**config.mk**
```make
export PLATFORM = sky130hd
export DESIGN_NAME = idle_mode_and_reset_cause_logic
export DESIGN_NICKNAME = d
export VERILOG_FILES = /design/src/idle_reset_pkg.sv /design/src/reg_port_if.sv /design/src/clock_mode_regs.sv /design/src/idle_mode_and_reset_cause_logic.sv
export VERILOG_INCLUDE_DIRS = /design/src
export SDC_FILE = /design/constraint.sdc
export NUM_CORES = 1
export LEC_CHECK = 0
export BUFFER_PORTS_ARGS = -buffer_cell sky130_fd_sc_hd__buf_2
export CAP_MARGIN = 20
export CORE_ASPECT_RATIO = 1.5
export CORE_MARGIN = 4
export CORE_UTILIZATION = 46
export DETAILED_ROUTE_END_ITERATION = 10
export PLACE_DENSITY = 0.74
export REMOVE_ABC_BUFFERS = 1
export SLEW_MARGIN = 10
export SYNTH_ARGS = -nofsm -noshare
export SYNTH_HDL_FRONTEND = slang
export SYNTH_HIERARCHICAL = 1
export SYNTH_SLANG_ARGS = --single-unit
```
**constraint.sdc**
```tcl
create_clock -name clock -period 1.9 [get_ports clock]
set_clock_uncertainty 0.1 [all_clocks]
set_input_delay 0.19 -clock clock [delete_from_list [all_inputs] [get_ports clock]]
set_output_delay 0.19 -clock clock [all_outputs]
set_load 0.005 [all_outputs]
```
**src/idle_reset_consts.svh**
```systemverilog
// Register offsets, field positions, reset values and timing counts
`ifndef IDLE_RESET_CONSTS_SVH
`define IDLE_RESET_CONSTS_SVH
`define ADDR_STACK_PTR      12'hffc
`define ADDR_CLOCK_MODE     12'hfd3
`define ADDR_WATCHDOG       12'hfd1
`define ADDR_RESET_CAUSE    12'hfd0
`define CM_IDLE_BIT         7
`define CM_PRI_READY_BIT    3
`define CM_SECONDARY_RUN_MODE_BIT      2
`define CM_SEL_LO           0
`define CS_INTPRI_BIT       7
`define RC_RSTINS_BIT       4
`define RC_WDOG_BIT         3
`define RC_PWRDN_BIT        2
`define RC_POR_BIT          1
`define RC_BROWN_BIT        0
`define SP_FULL_BIT         7
`define SP_UNF_BIT          6
`define SEL_PRIMARY         2'h0
`define SEL_SECONDARY       2'h1
`define PC_RESET            21'h000000
`define PC_VEC_HIGH         21'h000008
`define PC_VEC_LOW          21'h000018
`define PC_STEP             21'h000002
`define SWITCH_DELAY_NS     20
`define CLOCK_PERIOD_NS     5
`define SWITCH_DELAY_CYC    ((`SWITCH_DELAY_NS + `CLOCK_PERIOD_NS - 1) / `CLOCK_PERIOD_NS)
`endif

```
**src/idle_reset_pkg.sv**
```systemverilog
// Types shared by the idle mode and reset cause logic
package idle_reset_pkg;
    typedef enum logic [3:0]
    {
        ST_RUN  = 4'h1,
        ST_PIDL = 4'h2,
        ST_SIDL = 4'h4,
        ST_WAKE = 4'h8
    } power_state_e;
    typedef logic [20:0] pc_t;
    typedef logic [7:0]  byte_t;
endpackage

```
**src/reg_port_if.sv**
```systemverilog
// Register access signals between the top and the register file
interface reg_port_if;
    logic [11:0] addr;
    logic        wrEn;
    logic [7:0]  wrData;
    logic [7:0]  rdData;
    modport top  (output addr, output wrEn, output wrData, input rdData);
    modport regs (input addr, input wrEn, input wrData, output rdData);
endinterface

```
**src/clock_mode_regs.sv**
```systemverilog
// Clock mode control register with idle and clock select fields
`include "idle_reset_consts.svh"
module clock_mode_regs
    import idle_reset_pkg::*;
(
    input  wire logic   clock,
    input  wire logic   nrst,
    reg_port_if.regs    bus,
    input  wire logic   priReady,
    input  wire logic   secRunning,
    output logic        idleOnHalt,
    output logic [1:0]  clockSelect
);
    byte_t modeReg;

    always_ff @(posedge clock or negedge nrst)
    begin
        if (!nrst)
            modeReg <= 8'h00;
        else if (bus.wrEn && bus.addr == `ADDR_CLOCK_MODE)
            modeReg <= bus.wrData;
    end

    assign idleOnHalt  = modeReg[`CM_IDLE_BIT];
    assign clockSelect = modeReg[`CM_SEL_LO +: 2];
    assign bus.rdData  = {modeReg[7:4], priReady, secRunning, modeReg[1:0]};
endmodule

```
**src/idle_mode_and_reset_cause_logic.sv**
```systemverilog
// Idle modes, clock source switching, wake delay and reset cause flags
// Notes on behaviour
// - Primary idle halts CPU, primary clock keeps running for peripherals.
// - Primary ready flag stays set during and after primary idle.
// - Primary idle wake clocks CPU from primary after switch delay.
// - Wake leaves idle bit and clock select unchanged.
// - Secondary idle halts CPU; peripherals run on secondary oscillator.
// - Switch to secondary stops primary, clears ready, sets running flag.
// - Secondary idle wake keeps oscillator; CPU resumes after switch delay.
// - Halt ignored for secondary idle when secondary enable is clear.
// - Peripheral clocks held off in secondary idle until secondary oscillator has started.
// - Only designated registers take reset values; others keep theirs.
// - Power-on: PC zero, instruction, watchdog, power-down flags set; others cleared.
// - Reset instruction: PC zero, clear its own flag only.
// - Brown-out: PC zero, set instruction, watchdog, power-down flags; clear brown-out flag.
// - Pin reset in low-power run: PC zero, set watchdog flag.
// - Pin reset in idle or sleep: PC zero, set watchdog flag, clear power-down flag.
// - Watchdog in full or run mode: PC zero, clear watchdog flag.
// - Pin reset in full power: PC zero, flags unchanged.
// - Stack fault: set flag, reset if enabled; underflow loads PC zero regardless.
// - Watchdog in idle or sleep wakes at PC plus 2, clears watchdog and power-down flags.
// - Interrupt wake clears PD, PC plus 2 or priority vector.
`include "idle_reset_consts.svh"
module idle_mode_and_reset_cause_logic
    import idle_reset_pkg::*;
(
    input  wire logic   clock,
    input  wire logic   nrst,
    input  wire logic   powerOnReset,
    input  wire logic   brownoutReset,
    input  wire logic   externalResetPin,
    input  wire logic   resetInstruction,
    input  wire logic   watchdogTimeout,
    input  wire logic   stackOverflow,
    input  wire logic   stackUnderflow,
    input  wire logic   stackFaultResetEnable,
    input  wire logic   haltInstruction,
    input  wire logic   sleepMode,
    input  wire logic   wakeInterrupt,
    input  wire logic   highPriorityIntEnable,
    input  wire logic   lowPriorityIntEnable,
    input  wire logic   secondaryOscEnable,
    input  wire logic   secondaryOscStarted,
    input  wire logic   primaryOscStable,
    input  wire pc_t    currentPc,
    input  wire logic   regWrite,
    input  wire logic   regRead,
    input  wire logic [11:0] regAddr,
    input  wire byte_t  regWrData,
    output byte_t       regRdData,
    output logic        cpuRun,
    output logic        peripheralClockOn,
    output logic        peripheralOnSecondary,
    output logic        primaryOscOn,
    output logic        loadPc,
    output pc_t         pcValue
);
    reg_port_if port ();
    power_state_e state_reg;
    power_state_e state_next;
    logic       idleOnHalt;
    logic [1:0] clockSelect;
    logic       priReady_reg;
    logic       secRunning_reg;
    logic [7:0] delayCount_reg;
    logic [4:0] cause_reg;
    logic       stackFull_reg;
    logic       stackUnf_reg;
    byte_t      stackPtr_reg;
    byte_t      watchdog_reg;
    byte_t      rdData_reg;
    logic       loadPc_reg;
    pc_t        pcValue_reg;
    logic       inIdle;
    logic       anyReset;
    logic       wake;
    logic       enterPri;
    logic       enterSec;
    logic       sleepWake;

    function automatic logic isWrite(input logic [11:0] a);
        isWrite = regWrite && regAddr == a;
    endfunction

    assign port.addr   = regAddr;
    assign port.wrEn   = regWrite;
    assign port.wrData = regWrData;

    clock_mode_regs clock_mode_regs_i
    (
        .clock       (clock),
        .nrst        (nrst),
        .bus         (port),
        .priReady    (priReady_reg),
        .secRunning  (secRunning_reg),
        .idleOnHalt  (idleOnHalt),
        .clockSelect (clockSelect)
    );

    // Events that restart at the reset vector
    assign inIdle   = (state_reg == ST_PIDL) || (state_reg == ST_SIDL);
    assign anyReset = powerOnReset || brownoutReset || externalResetPin || resetInstruction
                    || (watchdogTimeout && !inIdle && !sleepMode)
                    || ((stackOverflow || stackUnderflow) && stackFaultResetEnable);
    assign wake     = inIdle && (wakeInterrupt || watchdogTimeout);
    // Sleep has no clock switch, so its wake loads the pc at once
    assign sleepWake = sleepMode && !inIdle && (wakeInterrupt || watchdogTimeout);
    assign enterPri = haltInstruction && idleOnHalt && clockSelect == `SEL_PRIMARY;
    assign enterSec = haltInstruction && idleOnHalt && clockSelect == `SEL_SECONDARY
                    && secondaryOscEnable;

    // Power state: run, primary idle, secondary idle, wake delay
    always_comb
    begin
        state_next = state_reg;
        case (state_reg)
            ST_RUN:
                if (enterPri)
                    state_next = ST_PIDL;
                else if (enterSec)
                    state_next = ST_SIDL;
            ST_PIDL, ST_SIDL:
                if (wake)
                    state_next = ST_WAKE;
            ST_WAKE:
                if (delayCount_reg == 8'h00)
                    state_next = ST_RUN;
            default:
                state_next = ST_RUN;
        endcase
        if (anyReset)
            state_next = ST_RUN;
    end

    always_ff @(posedge clock or negedge nrst)
    begin
        if (!nrst)
            state_reg <= ST_RUN;
        else
            state_reg <= state_next;
    end

    // Counts the clock switch delay after an idle wake
    always_ff @(posedge clock or negedge nrst)
    begin
        if (!nrst)
            delayCount_reg <= 8'h00;
        else if (wake)
            delayCount_reg <= 8'(`SWITCH_DELAY_CYC - 1);
        else if (state_reg == ST_WAKE && delayCount_reg != 8'h00)
            delayCount_reg <= delayCount_reg - 8'h01;
    end

    // Clock source flags follow the selected source
    always_ff @(posedge clock or negedge nrst)
    begin
        if (!nrst)
        begin
            priReady_reg   <= 1'b0;
            secRunning_reg <= 1'b0;
        end
        else if (clockSelect == `SEL_SECONDARY && secondaryOscEnable)
        begin
            priReady_reg   <= 1'b0;
            secRunning_reg <= 1'b1;
        end
        else
        begin
            priReady_reg   <= primaryOscStable;
            secRunning_reg <= 1'b0;
        end
    end

    assign primaryOscOn          = !(clockSelect == `SEL_SECONDARY && secondaryOscEnable);
    assign cpuRun                = state_reg == ST_RUN;
    assign peripheralOnSecondary = secRunning_reg;
    assign peripheralClockOn     = !(state_reg == ST_SIDL && !secondaryOscStarted);

    // Reset cause flags, high bit first: instruction, watchdog, power-down, power-on, brown-out
    always_ff @(posedge clock or negedge nrst)
    begin
        if (!nrst)
        begin
            cause_reg     <= 5'h1c;
            stackFull_reg <= 1'b0;
            stackUnf_reg  <= 1'b0;
        end
        else if (powerOnReset)
        begin
            cause_reg     <= 5'h1c;
            stackFull_reg <= 1'b0;
            stackUnf_reg  <= 1'b0;
        end
        else if (brownoutReset)
        begin
            cause_reg[`RC_RSTINS_BIT] <= 1'b1;
            cause_reg[`RC_WDOG_BIT]   <= 1'b1;
            cause_reg[`RC_PWRDN_BIT]  <= 1'b1;
            cause_reg[`RC_BROWN_BIT]  <= 1'b0;
        end
        else
        begin
            if (isWrite(`ADDR_RESET_CAUSE))
            begin
                cause_reg[`RC_RSTINS_BIT] <= regWrData[`RC_RSTINS_BIT];
                cause_reg[`RC_POR_BIT]    <= regWrData[`RC_POR_BIT];
                cause_reg[`RC_BROWN_BIT]  <= regWrData[`RC_BROWN_BIT];
            end
            if (resetInstruction)
                cause_reg[`RC_RSTINS_BIT] <= 1'b0;
            if (externalResetPin && (inIdle || sleepMode))
            begin
                cause_reg[`RC_WDOG_BIT]  <= 1'b1;
                cause_reg[`RC_PWRDN_BIT] <= 1'b0;
            end
            else if (externalResetPin && clockSelect != `SEL_PRIMARY)
                cause_reg[`RC_WDOG_BIT] <= 1'b1;
            else if (watchdogTimeout && (inIdle || sleepMode))
            begin
                cause_reg[`RC_WDOG_BIT]  <= 1'b0;
                cause_reg[`RC_PWRDN_BIT] <= 1'b0;
            end
            else if (watchdogTimeout)
                cause_reg[`RC_WDOG_BIT] <= 1'b0;
            else if (wakeInterrupt && (inIdle || sleepMode))
                cause_reg[`RC_PWRDN_BIT] <= 1'b0;
            if (isWrite(`ADDR_STACK_PTR))
            begin
                stackFull_reg <= regWrData[`SP_FULL_BIT];
                stackUnf_reg  <= regWrData[`SP_UNF_BIT];
            end
            if (stackOverflow)
                stackFull_reg <= 1'b1;
            if (stackUnderflow)
                stackUnf_reg  <= 1'b1;
        end
    end

    // Plain storage registers are not touched by the reset causes
    always_ff @(posedge clock or negedge nrst)
    begin
        if (!nrst)
        begin
            stackPtr_reg <= 8'h00;
            watchdog_reg <= 8'h00;
        end
        else
        begin
            if (isWrite(`ADDR_STACK_PTR))
                stackPtr_reg <= {3'h0, regWrData[4:0]};
            if (isWrite(`ADDR_WATCHDOG))
                watchdog_reg <= regWrData;
        end
    end

    // Program counter load on reset or wake
    always_ff @(posedge clock or negedge nrst)
    begin
        if (!nrst)
        begin
            loadPc_reg  <= 1'b0;
            pcValue_reg <= `PC_RESET;
        end
        else
        begin
            loadPc_reg <= anyReset || (state_reg == ST_WAKE && delayCount_reg == 8'h00) || sleepWake
                        || (stackUnderflow && !stackFaultResetEnable);
            if (anyReset)
                pcValue_reg <= `PC_RESET;
            else if (stackUnderflow && !stackFaultResetEnable)
                pcValue_reg <= `PC_RESET;
            else if ((wake || sleepWake) && wakeInterrupt && highPriorityIntEnable)
                pcValue_reg <= `PC_VEC_HIGH;
            else if ((wake || sleepWake) && wakeInterrupt && lowPriorityIntEnable)
                pcValue_reg <= `PC_VEC_LOW;
            else if (wake || sleepWake)
                pcValue_reg <= currentPc + `PC_STEP;
        end
    end

    always_ff @(posedge clock or negedge nrst)
    begin
        if (!nrst)
            rdData_reg <= 8'h00;
        else if (regRead)
        begin
            case (regAddr)
                `ADDR_CLOCK_MODE:  rdData_reg <= port.rdData;
                `ADDR_WATCHDOG:    rdData_reg <= watchdog_reg;
                `ADDR_RESET_CAUSE: rdData_reg <= {3'h0, cause_reg};
                `ADDR_STACK_PTR:   rdData_reg <= {stackFull_reg, stackUnf_reg, stackPtr_reg[5:0]};
                default:           rdData_reg <= 8'h00;
            endcase
        end
    end

    assign regRdData = rdData_reg;
    assign loadPc    = loadPc_reg;
    assign pcValue   = pcValue_reg;
endmodule

```
# After elaboration in Yosys (flattened, before gate mapping)
# Cells that the tools add are included.
# totals
out_inout_bits,34
ff_bits,72
inputBits,61
wordCells,136
# classes
n_eq_ne,15
muxes,38
n_addsub,2
n_reduce_logical,64
# ops
cell,count
$mux 21,5
$eq 12x12->1 const B,4
$pmux 8 s4,1
$logic_and 1x1->1,26
$add 21x2->21 const B,1
$mux 4,5
$mux 1,19
$mux 8,2
$logic_or 1x1->1,13
$pmux 4 s3,1
$reduce_bool 5->1,2
$reduce_bool 3->1,3
$logic_not 8->1,1
$reduce_bool 8->1,1
$sub 8x1->8 const B,1
$logic_not 1->1,6
$mux 2,3
$reduce_and 2->1,3
$reduce_and 3->1,2
$reduce_bool 2->1,3
$reduce_bool 6->1,1
$mux 5,1
$ne 5x3->1 const B,1
$eq 4x1->1 const B,1
other kinds (13),13

# Logic depth before layout (Yosys ltp)
# logic_depth
ltp_word,12
mapped_depth,7
depth_no_buf,7

# Modules after synthesis
# Netlist, hierarchy kept.
# modules_own_cells
module,seq_area_each_um2,n_inst,cells_per_inst,area_per_inst_um2
idle_mode_and_reset_cause_logic,1606.5,1,320,3448.3
clock_mode_regs,150.1,1,22,320.3

# Worst setup path before layout
# OpenSTA, ideal clock, no wires.
# synth_timing
path_kind,register -> register
from,register delayCount_reg[4]
to,register state_reg[3]
stages_incl_launch_ff,6
path_slack_ns,0.054
synth_period_minus_slack_ns,1.846
setup_time_ns,0.135
arrival_ns,1.611
required_time_ns,1.665
cell_sequence,dfrtp_1 -> or4_4 -> or2_1 -> o21a_4 -> o211ai_2 -> a21oi_1
# synth_via
elab_chain_cells,3
# synth_rtl
item,line,rtl
start: declaration,idle_mode_and_reset_cause_logic.sv:65,logic [7:0] delayCount_reg;
start signal: assignment,idle_mode_and_reset_cause_logic.sv:149,delayCount_reg <= 8'(`SWITCH_DELAY_CYC - 1);
start signal: assignment,idle_mode_and_reset_cause_logic.sv:151,delayCount_reg <= delayCount_reg - 8'h01;
$logic_not 8->1,idle_mode_and_reset_cause_logic.sv:126,if (delayCount_reg == 8'h00)
$ne 3x2->1 (no source line),-,
$reduce_and 3->1 (no source line),-,
end signal: assignment,idle_mode_and_reset_cause_logic.sv:140,state_reg <= state_next;
end: declaration,idle_mode_and_reset_cause_logic.sv:59,power_state_e state_reg;
# No other way between the ends.
# A chain may end at the register's enable or synchronous reset.

# Worst setup path in the final report
# Ends and elaborated chain as after synthesis.

==> impl_results.md <==
* Antenna diodes at 0
* Post-synthesis sequential area ratio at 46.6%
* Final hold vios at 0
* Met1 GRT Util at 24.6%
* Initial antenna violation count at 0
* Clock sink count at 70
* Post-synthesis cell count at 342
* Leading area contributor after synthesis: dfrtp_1
* Cell with the largest stage delay on the worst path: or4_4
* Vias/cell at 5.44
* Post-Syn Area at 0.00377 mm2
* VDD IR max at 0.000462 V
* WL/cell at 16.7 um
* #FFs+latches synth at 70
* Final period util at 99.1%
* Largest family of logic cells by synthesized area: simple AND/OR/NAND/NOR gates
* XOR/XNOR Fraction of Synth Area at 5.58%
* Clock transition at path regs at 0.06 ns
* Top-area cell type share of the netlist area at 43.8%
* Synth Area in Adders at 0.996%
* Multiplexer area fraction after synthesis at 8.70%
* Top_reg_cell synth: dfrtp_1
* Root Driver: clkbuf_16
* Residual DRC at 0
* Post-synth EDFFs at 0
* Worst r2r src: delayCount_reg[4]
* Number of cell rows at 40
* Crit path required time at 2.01 ns
* Max-cap viol count at 0
* Die width at 81.9 um
* GR Util All Layers at 21.1%
* Total number of vias at 3,147
* PD cells at 678 mW/mm2
* Placed wire-length estimate at 7.09 mm
* Clock latency at the later pin of the worst-skew pair at 0.33 ns
* Met2 Use GR at 36.0%
* Yosys cell types at 67
* Crit-path max cell delay at 0.56 ns
* CP Capture Type: register
* Hold Path Origin: regWrData[3]
* Area of the core at 0.00801 mm2
* PortBufs at 94
* Buffers and inverters on the worst path at 0
* Async S/R FF share, synth at 100%
* P_leak at 2.33 nW
* Remaining antenna violation count after routing at 0
* Place WS at -0.0206 ns
* Syn Area/Cell at 11.0 um2
* Unrepaired setup endpoints after global routing: yes
* H-tree depth at 3
* GRT Max-Usage Layer: met2
* Largest cells by area after synthesis: dfrtp_1 44%, mux2_2 4.5%, xnor2_1 4.0%
* GRT met3 Usage at 5.45%
* Clk buf depth at 2
* Setup ws final at 0.0173 ns
* CP Launch Type: register
* CTS tree: done
* First-pass GRT wire length at 15.8 mm
* Post-synthesis compound-gate area fraction at 15.3%
* CTS buffer count at 9
* GR Overflow Total at 0
* Fin crit period at 1.88 ns
* Simple-gate share of the synthesized area at 19.0%
* I/O pin count at 95
* Vias in the first global route at 3,304
* GPL Wtd Cong at 0.842
* Initial Util at 47.1%
* Fmax at 531 MHz
* Setup Crit Path Kind: reg2reg
* Fraction of layout cells with a size suffix above 1 at 40.0%
* Critical Path Start: delayCount_reg[4]
* Worst-Margin Slew at 0.686 ns
* Crit-path cells: or4_4, or2_1, o21a_4, o211ai_2, a21oi_1
* FILL cells at 665
* Max reg flops at 21
* Drt pass-1 iters at 4
* CP Max Fanout at 5
* Final setup viols at 0
* Worst min-delay path class: in2reg
* Critical path's top delay family: simple AND/OR/NAND/NOR gates
* Die H at 119 um
* Final nets at 532
* Max_slew headroom at 53.5%
* Tot Pwr at 3.34 mW
* Worst EP arrival at 1.99 ns
* DRT iter0 DRCs at 118
* Post-Route WL at 9.68 mm
* Die area at 0.00973 mm2
* Yosys warning total at 6
* Status: finished clean
* Postcts setup bufs at 0
* Largest net degree at the start of global routing at 71
* Max Slew Vio Count at 0
* Syn-to-layout area delta at 30.9%
==> synthesized netlist by cell type, drive strengths merged, types with 8 or more instances <==
cell and number:
a21oi 9, buf 12, dfrtp 66, inv 15
mux2 22, mux2i 8, nand2 22, nand3 8
nor2 30, nor3 16, o21ai 10, o2bb2ai 17
xnor2 17
==> timing repair <==
item,in CTS,in global routing
setup endpoints to repair,15,27
endpoints found under the hold margin,74,0
pin swaps,0,2
resized for setup,2,13
hold buffers,9,0
==> final cells by class <==
class	count	area (um2)	share of cell area, %
multi-input cells	244	1930	39.1
flip-flops and latches	70	1760	35.7
repair buffers	128	792	16.1
clock buffers	14	254	5.15
well taps	105	131	2.66
inverters	15	56.3	1.14
clock inverters	2	10.0	0.203
==> cell families after synthesis <==
logic type / after synthesis
adders and majority gates: 3
AOI/OAI and AO/OA: 66
buffers and inverters: 28
DFF: 70
xor gates and xnor gates: 24
and+or+nand+nor: 121
muxes: 30
==> metal layers <==
metal	share of wire, %	vias up	wire length [um]
li1	-	1506	-
met1	40	1520	3890
met2	52	105	5030
met3	5.8	16	561
met4	2.1	0	204
met5	0	-	0
==> through the flow <==
stage	setup TNS [ns]	utilization, %	cells	hold slack (ns)	cell area [um2]
floorplan	-8.14	-	329	-0.206	3680
detailed placement	-0.0635	56.3	553	0.148	4510
CTS	0	60.9	578	0.00565	4880
global route	-0.136	61.6	578	0.0269	4930
finish	0	61.6	578	0.0167	4930
global placement	0	56.3	553	0.142	4510
==> cell usage in the layout (no fill, tap or decap), types with 4 or more instances in the layout <==
| cell | count |
|---|---|
| mux2i_1 | 8 |
| inv_1 | 14 |
| o2bb2ai_2 | 9 |
| xor2_1 | 6 |
| dfrtp_1 | 64 |
| dlygate4sd3_1 | 9 |
| o21ai_0 | 8 |
| nand3_1 | 8 |
| xnor2_1 | 17 |
| nand3b_1 | 4 |
| nor3_2 | 4 |
| and3_1 | 4 |
| nand2_1 | 21 |
| o2bb2ai_1 | 8 |
| a221oi_1 | 5 |
| buf_4 | 22 |
| clkbuf_16 | 9 |
| mux2_1 | 7 |
| nor2b_1 | 4 |
| clkbuf_1 | 4 |
| a21oi_1 | 9 |
| nand4_1 | 6 |
| nor3_1 | 11 |
| mux2_2 | 15 |
| buf_2 | 93 |
| nor2_1 | 28 |
| o22ai_1 | 5 |
| dfstp_2 | 4 |
==> power by group <==
group | switching, mW | total [mW] | internal (mW)
Clock | 0.599 | 1.51 | 0.916
Sequential | 0.0130 | 1.53 | 1.51
Combinational | 0.171 | 0.303 | 0.132
==> path summary, 6_finish.rpt <==
check | end | slack [ns] | depth (start not counted)
setup / recovery | state_reg[3] | 0.02 | 5
hold / removal | watchdog_reg[3] | 0.02 | 2
setup reg to reg | state_reg[3] | 0.02 | 5
hold reg to reg | pcValue[4] | 0.38 | 1
max in group asynchronous | cause_reg[3] | 1.05 | 3
min in group asynchronous | delayCount_reg[7] | 0.31 | 3
No activity file was read; power rests on OpenSTA's default activity.
